===== config.mk =====
export PLATFORM = sky130hd
export DESIGN_NAME = ndc_divide_core
export DESIGN_NICKNAME = d
export VERILOG_FILES = /design/src/pkg/ndc_pkg.sv /design/src/pkg/ndc_core_if.sv /design/src/rtl/ndc_oc_adder.sv /design/src/rtl/ndc_irq_ctl.sv /design/src/rtl/ndc_divide_core.sv
export SDC_FILE = /design/constraint.sdc
export NUM_CORES = 1
export LEC_CHECK = 0
export BUFFER_PORTS_ARGS = -buffer_cell sky130_fd_sc_hd__buf_2
export CAP_MARGIN = 20
export CORE_MARGIN = 2
export CORE_UTILIZATION = 45
export DETAILED_ROUTE_END_ITERATION = 8
export PLACE_DENSITY_LB_ADDON = 0.3
export SETUP_SLACK_MARGIN = 0.2
export SKIP_CTS_REPAIR_TIMING = 1
export SYNTH_ARGS = -nofsm -noshare
export SYNTH_HDL_FRONTEND = slang
export SYNTH_SLANG_ARGS = --single-unit

===== constraint.sdc =====
create_clock -name clk_sys_i -period 8.1 [get_ports clk_sys_i]
set_input_delay 0 -clock clk_sys_i [delete_from_list [all_inputs] [get_ports clk_sys_i]]
set_output_delay 0 -clock clk_sys_i [all_outputs]
set_load 0.005 [all_outputs]

===== src/pkg/ndc_pkg.sv =====
`default_nettype none
package ndc_pkg;
    // Datapath widths
    localparam int ACC_W = 72;
    localparam int WORD_W = 36;
    localparam int BUS_W = 32;
    localparam int ADDR_W = 8;
    localparam int IRQ_N = 2;
    // Shift counter values
    localparam logic [5:0] SK_FULL = 6'h24;
    localparam logic [5:0] SK_ZERO = 6'h00;
    localparam logic [5:0] SK_ONE = 6'h01;
    localparam logic [5:0] SK_AFTER_FIRST = 6'h23;
    localparam logic [5:0] SK_AFTER_SECOND = 6'h22;
    // Bit positions
    localparam int SIGN_BIT = 35;
    localparam int OVF_BIT = 36;
    localparam int DIVIDEND_BIT = 71;
    // Register byte offsets
    localparam logic [7:0] OFS_CTRL = 8'h00;
    localparam logic [7:0] OFS_STATUS = 8'h04;
    localparam logic [7:0] OFS_ACC0 = 8'h08;
    localparam logic [7:0] OFS_ACC1 = 8'h0C;
    localparam logic [7:0] OFS_ACC2 = 8'h10;
    localparam logic [7:0] OFS_DIV0 = 8'h14;
    localparam logic [7:0] OFS_DIV1 = 8'h18;
    localparam logic [7:0] OFS_QUO0 = 8'h1C;
    localparam logic [7:0] OFS_QUO1 = 8'h20;
    localparam logic [7:0] OFS_IRQ_STAT = 8'h24;
    localparam logic [7:0] OFS_IRQ_MASK = 8'h28;
    // Field positions
    localparam int CTRL_START_BIT = 0;
    localparam int IRQ_DONE_BIT = 0;
    localparam int IRQ_CHECK_BIT = 1;
    // Reset values
    localparam logic [BUS_W-1:0] RDATA_RST = 32'h0000_0000;
    localparam logic [ACC_W-1:0] ACC_RST = 72'h00_0000_0000_0000_0000;
    localparam logic [WORD_W-1:0] WORD_RST = 36'h0_0000_0000;
    localparam logic [IRQ_N-1:0] IRQ_RST = 2'h0;
    // Top level sequence states
    typedef enum logic [1:0] {
        ST_IDLE,
        ST_SHIFT,
        ST_DIV,
        ST_END
    } ndc_state_type;
endpackage
`default_nettype wire


===== src/pkg/ndc_core_if.sv =====
`default_nettype none
interface ndc_core_if;
    import ndc_pkg::*;
    logic [ACC_W-1:0] add_a;     // Adder operand, accumulator
    logic [ACC_W-1:0] add_b;     // Adder operand, extended divisor
    logic [ACC_W-1:0] add_sum;   // One's complement sum
    logic [IRQ_N-1:0] irq_ev;    // Event pulses
    logic irq_wr_stat;           // Status write strobe
    logic irq_wr_mask;           // Mask write strobe
    logic [IRQ_N-1:0] irq_wdata; // Write data for status or mask
    logic [IRQ_N-1:0] irq_stat;  // Sticky status
    logic [IRQ_N-1:0] irq_mask;  // Mask
    logic irq_out;               // Registered interrupt level
    modport add_mp(input add_a, input add_b, output add_sum);
    modport irq_mp(input irq_ev, input irq_wr_stat, input irq_wr_mask,
                   input irq_wdata, output irq_stat, output irq_mask,
                   output irq_out);
endinterface
`default_nettype wire


===== src/rtl/ndc_oc_adder.sv =====
`default_nettype none
module ndc_oc_adder
    import ndc_pkg::*;
(
    ndc_core_if.add_mp add // Operands and sum
);
    ////////////////////////////////////////////////////////////////////////
    logic [ACC_W:0] raw; // Plain sum with carry out

    // End-around carry keeps one's complement arithmetic
    always_comb begin
        raw = {1'b0, add.add_a} + {1'b0, add.add_b};
        add.add_sum = raw[ACC_W-1:0] + {{(ACC_W-1){1'b0}}, raw[ACC_W]};
    end
endmodule
`default_nettype wire


===== src/rtl/ndc_irq_ctl.sv =====
`default_nettype none
module ndc_irq_ctl
    import ndc_pkg::*;
(
    input wire logic clk_sys_i, // System clock
    input wire logic rst_i,     // Async reset, high
    ndc_core_if.irq_mp irq      // Event and register strobes
);
    ////////////////////////////////////////////////////////////////////////
    logic [IRQ_N-1:0] stat_q, stat_d; // Sticky status
    logic [IRQ_N-1:0] mask_q, mask_d; // Enable mask
    logic irq_q, irq_d;               // Interrupt level

    // Set wins over a write-one clear in the same cycle
    always_comb begin
        stat_d = stat_q;
        mask_d = mask_q;
        if (irq.irq_wr_stat) begin
            stat_d = stat_q & ~irq.irq_wdata;
        end
        stat_d = stat_d | irq.irq_ev;
        if (irq.irq_wr_mask) begin
            mask_d = irq.irq_wdata;
        end
        irq_d = |(stat_d & mask_d);
    end

    // Register status, mask and level
    always_ff @(posedge clk_sys_i or posedge rst_i) begin
        if (rst_i) begin
            stat_q <= IRQ_RST;
            mask_q <= IRQ_RST;
            irq_q <= 1'b0;
        end else begin
            stat_q <= stat_d;
            mask_q <= mask_d;
            irq_q <= irq_d;
        end
    end

    assign irq.irq_stat = stat_q;
    assign irq.irq_mask = mask_q;
    assign irq.irq_out = irq_q;
endmodule
`default_nettype wire


===== src/rtl/ndc_divide_core.sv =====
// Register access over Avalon-MM and the register offsets were left to the implementer.
`default_nettype none
module ndc_divide_core
    import ndc_pkg::*;
(
    input wire logic clk_sys_i,                // System clock
    input wire logic rst_i,                    // Async reset, high
    input wire logic [ADDR_W-1:0] avs_address_i, // Byte address
    input wire logic avs_read_i,               // Read request
    input wire logic avs_write_i,              // Write request
    input wire logic [BUS_W-1:0] avs_writedata_i, // Write data
    output logic [BUS_W-1:0] avs_readdata_o,   // Read data
    output logic avs_waitrequest_o,            // Stall, high
    output logic irq_o,                        // Interrupt level
    output logic busy_o,                       // Sequence running
    output logic div_check_stop_o,             // Overflow stop pulse
    output logic div_done_o                    // Completion pulse
);
    ////////////////////////////////////////////////////////////////////////
    // Declarations
    ndc_core_if core (); // Adder and interrupt carrier

    ndc_state_type state_q, state_d;        // Sequence state
    logic [ACC_W-1:0] acc_q, acc_d;         // Accumulator
    logic [WORD_W-1:0] x_q, x_d;            // Divisor register
    logic [WORD_W-1:0] q_q, q_d;            // Quotient register
    logic [5:0] sk_q, sk_d;                 // Shift counter
    logic div_seq_q, div_seq_d;             // Divide sequence flag
    logic div_step_q, div_step_d;           // Divide step flag
    logic restore_x_q, restore_x_d;         // Restore divisor flag
    logic delayed_add_q, delayed_add_d;     // Delayed add flag
    logic b_probe_q, b_probe_d;             // Probe flag, third cycle of a step
    logic c_probe_q, c_probe_d;             // Final probe flag
    logic e_probe_q, e_probe_d;             // End probe flag
    logic ext_seq_q, ext_seq_d;             // Extend sequence flag
    logic div_case_q, div_case_d;           // Dividend was negative
    logic check_q, check_d;                 // Divide check stop pulse
    logic done_q, done_d;                   // Done pulse
    logic busy_q, busy_d;                   // Busy level
    logic wait_q, wait_d;                   // Waitrequest
    logic [BUS_W-1:0] rdata_q, rdata_d;     // Read data
    logic wr_fire;                          // Write takes effect
    logic finish;                           // Step closes this cycle
    logic same_sign;                        // Partial dividend vs divisor
    logic check_fail;                       // Overflow detected
    logic [WORD_W-1:0] mag;                 // Divisor magnitude

    ////////////////////////////////////////////////////////////////////////
    // Submodules
    ndc_oc_adder u_adder (
        .add (core.add_mp)
    );

    ndc_irq_ctl u_irq (
        .clk_sys_i (clk_sys_i),
        .rst_i (rst_i),
        .irq (core.irq_mp)
    );

    ////////////////////////////////////////////////////////////////////////
    // Helper terms
    always_comb begin
        wr_fire = avs_write_i & ~wait_q;
        same_sign = (acc_q[SIGN_BIT] == x_q[SIGN_BIT]);
        finish = (state_q == ST_DIV) & ~div_step_q & ~delayed_add_q &
                 ((b_probe_q & (sk_q == SK_ZERO)) | c_probe_q);
        check_fail = 1'b0;
        if (sk_q == SK_AFTER_FIRST) begin
            check_fail = (acc_q[SIGN_BIT] != acc_q[OVF_BIT]);
        end else if (sk_q == SK_AFTER_SECOND) begin
            check_fail = (q_q[0] == q_q[1]);
        end
        mag = x_q[SIGN_BIT] ? ~x_q : x_q;
    end

    // Adder operands: divisor, or its magnitude in ST_END, sign-extended into the upper half
    always_comb begin
        core.add_a = acc_q;
        if (state_q == ST_END) begin
            core.add_b = {{(ACC_W-WORD_W){mag[SIGN_BIT]}}, mag};
        end else begin
            core.add_b = {{(ACC_W-WORD_W){x_q[SIGN_BIT]}}, x_q};
        end
    end

    // Interrupt strobes
    always_comb begin
        core.irq_ev = '0;
        core.irq_ev[IRQ_DONE_BIT] = done_q;
        core.irq_ev[IRQ_CHECK_BIT] = check_q;
        core.irq_wr_stat = wr_fire & (avs_address_i == OFS_IRQ_STAT);
        core.irq_wr_mask = wr_fire & (avs_address_i == OFS_IRQ_MASK);
        core.irq_wdata = avs_writedata_i[IRQ_N-1:0];
    end
    ////////////////////////////////////////////////////////////////////////
    // Sequencer and register writes
    always_comb begin
        state_d = state_q;
        acc_d = acc_q;
        x_d = x_q;
        q_d = q_q;
        sk_d = sk_q;
        div_seq_d = div_seq_q;
        div_step_d = div_step_q;
        restore_x_d = restore_x_q;
        delayed_add_d = delayed_add_q;
        b_probe_d = b_probe_q;
        c_probe_d = c_probe_q;
        e_probe_d = e_probe_q;
        ext_seq_d = ext_seq_q;
        div_case_d = div_case_q;
        check_d = 1'b0;
        done_d = 1'b0;
        case (state_q)
            ST_IDLE: begin
                // Operand loads only while idle
                if (wr_fire) begin
                    if (avs_address_i == OFS_ACC0) begin
                        acc_d[31:0] = avs_writedata_i;
                    end else if (avs_address_i == OFS_ACC1) begin
                        acc_d[63:32] = avs_writedata_i;
                    end else if (avs_address_i == OFS_ACC2) begin
                        acc_d[71:64] = avs_writedata_i[7:0];
                    end else if (avs_address_i == OFS_DIV0) begin
                        x_d[31:0] = avs_writedata_i;
                    end else if (avs_address_i == OFS_DIV1) begin
                        x_d[35:32] = avs_writedata_i[3:0];
                    end else if (avs_address_i == OFS_QUO0) begin
                        q_d[31:0] = avs_writedata_i;
                    end else if (avs_address_i == OFS_QUO1) begin
                        q_d[35:32] = avs_writedata_i[3:0];
                    end else if (avs_address_i == OFS_CTRL &&
                                 avs_writedata_i[CTRL_START_BIT]) begin
                        div_case_d = acc_q[DIVIDEND_BIT];
                        sk_d = SK_FULL;
                        ext_seq_d = 1'b1;
                        state_d = ST_SHIFT;
                    end
                end
            end
            ST_SHIFT: begin
                // Initial positioning shift, one place per clock
                acc_d = {acc_q[ACC_W-2:0], acc_q[ACC_W-1]};
                sk_d = sk_q - SK_ONE;
                if (sk_q == SK_ONE) begin
                    div_seq_d = 1'b1;
                    div_step_d = 1'b1;
                    sk_d = SK_FULL;
                    state_d = ST_DIV;
                end
            end
            ST_DIV: begin
                if (div_step_q) begin
                    // First step: rotate left, decide add or subtract
                    acc_d = {acc_q[ACC_W-2:0], acc_q[ACC_W-1]};
                    sk_d = sk_q - SK_ONE;
                    delayed_add_d = 1'b1;
                    div_step_d = 1'b0;
                    if (same_sign) begin
                        x_d = ~x_q;
                        q_d[0] = 1'b1;
                        restore_x_d = 1'b1;
                    end
                    // Opposite signs leave divisor and bit 0 alone
                end else if (delayed_add_q) begin
                    // Sum lands with bit 35 as the new sign
                    acc_d = core.add_sum;
                    delayed_add_d = 1'b0;
                    b_probe_d = 1'b1;
                end else if (b_probe_q) begin
                    b_probe_d = 1'b0;
                    c_probe_d = (sk_q != SK_ZERO);
                end else if (c_probe_q) begin
                    c_probe_d = 1'b0;
                end
                if (finish) begin
                    // Close the step: restore, rotate quotient, rearm
                    if (restore_x_q) begin
                        x_d = ~x_q;
                        restore_x_d = 1'b0;
                    end
                    q_d = {q_q[WORD_W-2:0], q_q[WORD_W-1]};
                    if (check_fail) begin
                        // Overflow: abort back to idle
                        check_d = 1'b1;
                        div_seq_d = 1'b0;
                        ext_seq_d = 1'b0;
                        state_d = ST_IDLE;
                    end else if (sk_q != SK_ZERO) begin
                        div_step_d = 1'b1;
                    end else begin
                        e_probe_d = 1'b1;
                        ext_seq_d = 1'b0;
                        state_d = ST_END;
                    end
                end
            end
            ST_END: begin
                // End correction, then resume the sequencer
                if (acc_q[OVF_BIT]) begin
                    acc_d = core.add_sum;
                end
                if (acc_q[OVF_BIT] != div_case_q) begin
                    q_d[0] = q_q[WORD_W-1];
                end
                e_probe_d = 1'b0;
                div_seq_d = 1'b0;
                done_d = 1'b1;
                state_d = ST_IDLE;
            end
            default: begin
                state_d = ST_IDLE;
            end
        endcase
        busy_d = (state_d != ST_IDLE);
    end
    ////////////////////////////////////////////////////////////////////////
    // Avalon slave: one wait cycle, then the answer
    always_comb begin
        wait_d = ~((avs_read_i | avs_write_i) & wait_q);
        rdata_d = rdata_q;
        if (avs_read_i & wait_q) begin
            if (avs_address_i == OFS_CTRL) begin
                rdata_d = {31'h0000_0000, busy_q};
            end else if (avs_address_i == OFS_STATUS) begin
                rdata_d = {20'h0_0000, sk_q, div_case_q, ext_seq_q,
                           e_probe_q, restore_x_q, div_seq_q, busy_q};
            end else if (avs_address_i == OFS_ACC0) begin
                rdata_d = acc_q[31:0];
            end else if (avs_address_i == OFS_ACC1) begin
                rdata_d = acc_q[63:32];
            end else if (avs_address_i == OFS_ACC2) begin
                rdata_d = {24'h00_0000, acc_q[71:64]};
            end else if (avs_address_i == OFS_DIV0) begin
                rdata_d = x_q[31:0];
            end else if (avs_address_i == OFS_DIV1) begin
                rdata_d = {28'h000_0000, x_q[35:32]};
            end else if (avs_address_i == OFS_QUO0) begin
                rdata_d = q_q[31:0];
            end else if (avs_address_i == OFS_QUO1) begin
                rdata_d = {28'h000_0000, q_q[35:32]};
            end else if (avs_address_i == OFS_IRQ_STAT) begin
                rdata_d = {30'h0000_0000, core.irq_stat};
            end else if (avs_address_i == OFS_IRQ_MASK) begin
                rdata_d = {30'h0000_0000, core.irq_mask};
            end else begin
                // Unmapped addresses read as zero
                rdata_d = RDATA_RST;
            end
        end
    end
    ////////////////////////////////////////////////////////////////////////
    // State registers
    always_ff @(posedge clk_sys_i or posedge rst_i) begin
        if (rst_i) begin
            state_q <= ST_IDLE;
            acc_q <= ACC_RST;
            x_q <= WORD_RST;
            q_q <= WORD_RST;
            sk_q <= SK_ZERO;
            div_seq_q <= 1'b0;
            div_step_q <= 1'b0;
            restore_x_q <= 1'b0;
            delayed_add_q <= 1'b0;
            b_probe_q <= 1'b0;
            c_probe_q <= 1'b0;
            e_probe_q <= 1'b0;
            ext_seq_q <= 1'b0;
            div_case_q <= 1'b0;
            check_q <= 1'b0;
            done_q <= 1'b0;
            busy_q <= 1'b0;
            wait_q <= 1'b1;
            rdata_q <= RDATA_RST;
        end else begin
            state_q <= state_d;
            acc_q <= acc_d;
            x_q <= x_d;
            q_q <= q_d;
            sk_q <= sk_d;
            div_seq_q <= div_seq_d;
            div_step_q <= div_step_d;
            restore_x_q <= restore_x_d;
            delayed_add_q <= delayed_add_d;
            b_probe_q <= b_probe_d;
            c_probe_q <= c_probe_d;
            e_probe_q <= e_probe_d;
            ext_seq_q <= ext_seq_d;
            div_case_q <= div_case_d;
            check_q <= check_d;
            done_q <= done_d;
            busy_q <= busy_d;
            wait_q <= wait_d;
            rdata_q <= rdata_d;
        end
    end
    // Outputs straight from flops
    assign avs_readdata_o = rdata_q;
    assign avs_waitrequest_o = wait_q;
    assign irq_o = core.irq_out;
    assign busy_o = busy_q;
    assign div_check_stop_o = check_q;
    assign div_done_o = done_q;
endmodule
`default_nettype wire


==> results of run 1 <==
## power by group
group / internal [µW] / total, µW / switching (µW)
logic: 1330 / 3750 / 2420
registers: 1350 / 2050 / 691
clock network: 635 / 1120 / 488
total: 3320 / 6910 / 3600
## synth_stat cells (21+ instances only)
cell	n	area share [%]
a21oi_1	173	4.8
a221oi_1	67	3.2
a31oi_1	24	0.83
and3_1	21	0.72
buf_2	28	0.77
clkbuf_1	134	2.8
dfrtp_1	201	28
ha_1	48	3.3
inv_1	25	0.52
nand2_1	293	6.1
nand3_1	73	2.0
nand4_1	46	1.6
nor2_1	211	4.4
nor2b_1	46	1.6
nor3_1	42	1.2
nor4_1	26	0.90
o21a_1	37	1.5
o21ai_0	294	8.1
o31ai_1	54	2.2
xnor2_1	147	7.1
xor2_1	46	2.2
## metal layers
layer / share of wire, % / wire length [µm] / GRT usage, % / vias to the layer above
met4: 6.1 / 4760 / 18.2 / 2
met2: 45 / 34800 / 58.2 / 1111
li1: - / - / - / 8826
met5: 0.019 / 15 / 0 / -
met3: 8.2 / 6350 / 5.73 / 224
met1: 41 / 31500 / 47.7 / 9600
## area by class of cell
| type | instances | share of cell area, % |
|---|---|---|
| multi-input combinational | 1982 | 61.4 |
| antenna | 2 | 0.0250 |
| sequential | 202 | 25.3 |
| timing repair buffer | 161 | 5.59 |
| tap | 525 | 3.28 |
| clock buffer | 35 | 3.31 |
| inverter | 25 | 0.506 |
| clock inverter | 9 | 0.613 |
## cell usage in the layout (no fill, tap or decap), types with 10 or more instances in the layout
cell type,instances
and2_1,20
a211oi_1,18
clkbuf_16,24
nand3_1,73
dlygate4sd3_1,35
nor2_1,206
a21oi_1,173
xnor2_1,147
o211ai_1,12
and3_1,21
a31oi_1,24
nor2b_1,45
nand4_1,46
o221ai_1,13
or2_2,12
a222oi_1,10
o21ai_1,11
nor4_1,26
ha_1,46
o31ai_1,54
buf_4,42
a22oi_1,13
dfrtp_1,201
o21a_1,37
a21o_1,18
xor2_1,46
inv_1,24
or3_1,16
a211o_1,11
o21ai_0,294
buf_2,81
nand2_1,291
nor3_1,41
a221oi_1,67
## metrics by stage
step                cells  total power, µW  worst slack [ns]
floorplan            2386             4500              1.48
global placement     2856             5570             0.819
detailed placement   2857             5620             0.712
CTS                  2901             6750             0.666
global route         2939             7310             0.320
finish               2941             6910             0.883
## cells by family after synthesis
family	synth area share [%]
mux	0.773
simple gates	23.6
flops	27.9
compound gates	30.4
buf+inv	4.62
xor+xnor	9.32
fa+ha+maj	3.42
## worst min-delay path by stage
stage / cells past startpoint / start / to
after floorplan: 1 / avs_read_i / avs_waitrequest_o$_DFF_PP1_
after global placement: 2 / avs_write_i / avs_waitrequest_o$_DFF_PP1_
after detailed placement: 2 / avs_write_i / avs_waitrequest_o$_DFF_PP1_
after CTS: 2 / avs_write_i / avs_waitrequest_o$_DFF_PP1_
after global routing: 5 / avs_address_i[5] / u_irq.irq.irq_stat[1]$_DFF_PP0_
final: 5 / avs_address_i[5] / u_irq.irq.irq_stat[1]$_DFF_PP0_
## registers in the layout (all words and copies together), names as in the netlist, 2 cells and up
register,count
acc_q,72
avs_readdata_o,32
q_q,36
sk_q,6
state_q,2
u_irq.irq.irq_mask,2
u_irq.irq.irq_stat,2
x_q,36
## worst reg2reg max path, delay by kind of cell, from the launching register on
family / cells / cell delay [ns]
flops: 1 / 0.43
buf+inv: 3 / 0.71
simple gates: 12 / 2.99
fa+ha+maj: 3 / 1.00
compound gates: 8 / 1.74
xor+xnor: 2 / 0.28
==> out/metrics.cfg, run 1 <==
[critical_path]
r2r-end=acc_q[61]$_DFFE_PP0P_
slowest_stage=ha_1
path_depth=28
critPathRequiredTime_ns=8.60
cp-start-kind=flop
slowest_delay_ns=0.49
critPathTopFamily=simple AND/OR/NAND/NOR gates
crit_type=reg2reg
rr_worst_depth=28
endpoint=acc_q[61]$_DFFE_PP0P_
r2r_start=state_q[0]$_DFF_PP0_
path_buf_inv=3
arrival_ns=7.72
crit_fanout=19
crit_start=state_q[0]$_DFF_PP0_
r2r_slack_ns=0.88
end_kind=flop

[final_layout]
final_util_pct=50.4
nets=2489
seqCellArea_um2=5060
drive_above_1_share_pct=9.98
syn_to_final_growth_pct=10.4
fill_cells=3903
multi_input_area_um2=12300
fin_area_um2=20000

[clocking]
cts.sinks=202
clk_latency_ns=0.58
path_clk_slew_ns=0.06
clk_path_buf_depth=3
cts_tree=built
cts_buffers=24
cts_max_level=1
cts-root-buf=clkbuf_16

[die]
die_x_um=205
fp.dieArea_um2=41900
die_h_um=205
io_pins=81
initial_core_util_pct=45.6
num_rows=73
core-area_um2=39700

[synthesis]
synth_area_um2=18100
syn_area_per_cell_um2=7.60
ys_ff_latch=202
synth_flop_cell=dfrtp_1
synthCells=2386
yosysWarnings=0
async_reset_ff_share_pct=100
synth.distinct_cells=100
synth_edf_count=0
synth_seq_area_share_pct=27.9
syn_nets=2479

[timing]
timing.fmax_mhz=139
min_period_ns=7.22
worst_slew_pin_slew_ns=1.11
setup_viol=0
relSlewSlack_pct=25.8
rsz0062_at_grt=no
finalSetupTns_ns=0
drv_slew=0
final.setup_skew_ns=0.0412
final_hold_viol_count=0
timing.hold.ws_ns=0.0234
fin_crit_sh_pct=89.1

[placed_design]
port_buffers=80
gp_congestion=0.996
place_area_um2=18800
hpwl_um=58100

[route]
wl_um=77400
wl_per_cell_um=26.3
first_iter_violations=2444
antenna_left=0
avgViaCountPerCell=6.72
routed-via-count=19763
firstDrtPassIters=9
drc=0

[grt]
grt_pass1_wl_um=116000
grt_pass1_vias=18184
antenna_found_initial=1
grt_max_degree=138
grt-ovfl-total=0
gr-usage-all-layers_pct=36.4

[power_and_ir_drop]
vdd_drop_max_mv=0.220
p_per_area_nw_per_um2=345
power_leakage_uw=0.00774

[worst_hold_path]
worstHoldPathType=in2reg

[run]
maxCapViolCount=0

[status]
status=finished clean

No activity file was read; power rests on OpenSTA's default activity.
==> run 2: changes to the inputs <==
--- a/config.mk
+++ b/config.mk
@@ -15,4 +15,5 @@
 export SKIP_CTS_REPAIR_TIMING = 1
 export SYNTH_ARGS = -nofsm -noshare
 export SYNTH_HDL_FRONTEND = slang
+export SYNTH_HIERARCHICAL = 1
 export SYNTH_SLANG_ARGS = --single-unit
==> out/metrics.cfg, run 2 <==
[critical_path]
end_kind=flop
slowest_delay_ns=0.55
slowest_stage=or4_4
critPathRequiredTime_ns=8.53
crit_type=reg2reg
arrival_ns=7.97
cp-start-kind=flop
crit_fanout=10
crit_top_cell=ha_1

[synthesis]
ys_ff_latch=202
syn_area_per_cell_um2=7.89
synth.distinct_cells=100
synth_seq_area_share_pct=28.1
synth_area_um2=18000
synth.top_cells.by_area=dfrtp_1 28%, nand2_1 7.3%, ha_1 5.8%
async_reset_ff_share_pct=100
synth_common_cells=350 x nand2_1, 201 x dfrtp_1, 182 x a21oi_1
synthCells=2281
synth_top_area_share_pct=28.0
synth_flop_cell=dfrtp_1
synth_edf_count=0
yosys.area.top_type=dfrtp_1
synth_most_common_cell=nand2_1
syn_nets=2410
yosysWarnings=6

[grt]
grt_pass1_wl_um=111000
grt_max_degree=125
antenna_found_initial=3
grt-ovfl-total=0
gr-usage-all-layers_pct=34.8
grt_pass1_vias=17920

[placed_design]
hpwl_um=55000
port_buffers=80
place_area_um2=18900
gp_congestion=0.981

[die]
core-area_um2=39600
die_h_um=204
die_x_um=204
io_pins=81
initial_core_util_pct=45.4
num_rows=73
fp.dieArea_um2=41600

[final_layout]
multi_input_area_um2=12300
largest_reg_flops=72
largest_register=acc_q
syn_to_final_growth_pct=11.8
final_cell_mix=348 x nand2_1, 201 x dfrtp_1, 182 x a21oi_1, 152 x o21ai_0, 134 x nor2_1
fill_cells=3842
seqCellArea_um2=5060
n_antenna_cell=0
nets=2440
drive_above_1_share_pct=9.88
final_common_cell=nand2_1
reg_top3=acc_q: 72 flops, q_q: 36 flops, x_q: 36 flops
fin_area_um2=20100

[timing]
finalSetupTns_ns=0
final.setup_skew_ns=0.0260
rsz0062_at_grt=yes
fin_crit_sh_pct=93.1
setup_viol=0
drv_slew=0
relSlewSlack_pct=19.0
timing.fmax_mhz=133
min_period_ns=7.54
final_hold_viol_count=2
timing.hold.ws_ns=-0.0303
worst_slew_pin_slew_ns=1.21

[clocking]
clk_latency_ns=0.57
cts_max_level=1
cts_buffers=25
path_clk_slew_ns=0.06
cts.sinks=202
cts_tree=built
clk_path_buf_depth=3
cts-root-buf=clkbuf_16

[route]
wl_um=73900
avgViaCountPerCell=6.68
wl_met1_um=32300
antenna_left=0
first_iter_violations=2202
wl_per_cell_um=25.9
highest_layer=met5
wl_met2_um=31400
wl_met3_um=7680
routed-via-count=19060
drc=0
firstDrtPassIters=8

[status]
failed_checks=negative hold slack
status=complete, but fails checks

[power_and_ir_drop]
p_per_area_nw_per_um2=114
vdd_drop_max_mv=0.141
power_leakage_uw=0.00862

[worst_hold_path]
worstHoldPathType=in2reg

[run]
maxCapViolCount=0

-- run 2: final cells by class --
| class | instances | share of cell area, % |
|---|---|---|
| clock buffer | 37 | 3.58 |
| clock inverter | 6 | 0.485 |
| inverter | 43 | 0.840 |
| multi-input combinational | 1885 | 61.1 |
| sequential | 202 | 25.1 |
| tap | 525 | 3.27 |
| timing repair buffer | 154 | 5.59 |
-- run 2: critical path: cells and delay by family (launching register included) --
family                     cells  cell delay, ns
buffers and inverters          2            0.27
xor gates and xnor gates       2            0.30
adders and majority gates      5            1.29
DFF                            1            0.42
and+or+nand+nor               11            2.85
AOI/OAI and AO/OA             11            2.24
-- run 2: per-layer routing --
metal / vias up / GRT usage, %
li1: 8613 / -
met1: 9252 / 50.0
met2: 1031 / 51.2
met3: 160 / 7.86
met4: 4 / 12.1
met5: - / 0.595
-- run 2: power breakdown --
group	switching, µW	internal [µW]	total [µW]
clock	476	678	1150
sequential	2.77	1010	1020
combinational	85.1	38.4	124
total	564	1730	2290
-- run 2: path summary, 6_finish.rpt --
check	from	cells after the start	to	slack, ns
setup / recovery	state_q[0]$_DFF_PP0_	31	acc_q[64]$_DFFE_PP0P_	0.56
hold / removal	avs_write_i	5	div_case_q$_DFFE_PP0P_	-0.03
setup reg to reg	state_q[0]$_DFF_PP0_	31	acc_q[64]$_DFFE_PP0P_	0.56
hold reg to reg	avs_readdata_o[23]$_DFFE_PP0P_	2	avs_readdata_o[23]$_DFFE_PP0P_	0.48
max in group asynchronous	rst_i	5	acc_q[21]$_DFFE_PP0P_	6.77
min in group asynchronous	rst_i	3	avs_readdata_o[3]$_DFFE_PP0P_	0.16
-- run 2: metrics by stage --
stage               total power [µW]  hold WS, ns  cells  util (%)  worst slack, ns
global placement                1140      -0.0453   2768      47.5            0.661
detailed placement              1140      -0.0365   2769      47.6            0.444
CTS                             2280       -0.626   2812      49.6            0.402
floorplan                       1080       -0.221   2281         -            0.754
finish                          2290      -0.0303   2852      50.7            0.558
global route                    2340       0.0222   2852      50.7            0.171
-- run 2: kinds of logic after synthesis --
group	count (synthesis)	synth area share, %
multiplexers	17	1.04
XOR/XNOR	164	8.11
flip-flops	202	28.1
AO/OA/AOI/OAI	787	29.6
adder cells (fa/ha/maj)	85	5.95
buffers and inverters	194	4.30
AND/OR/NAND/NOR	832	22.9
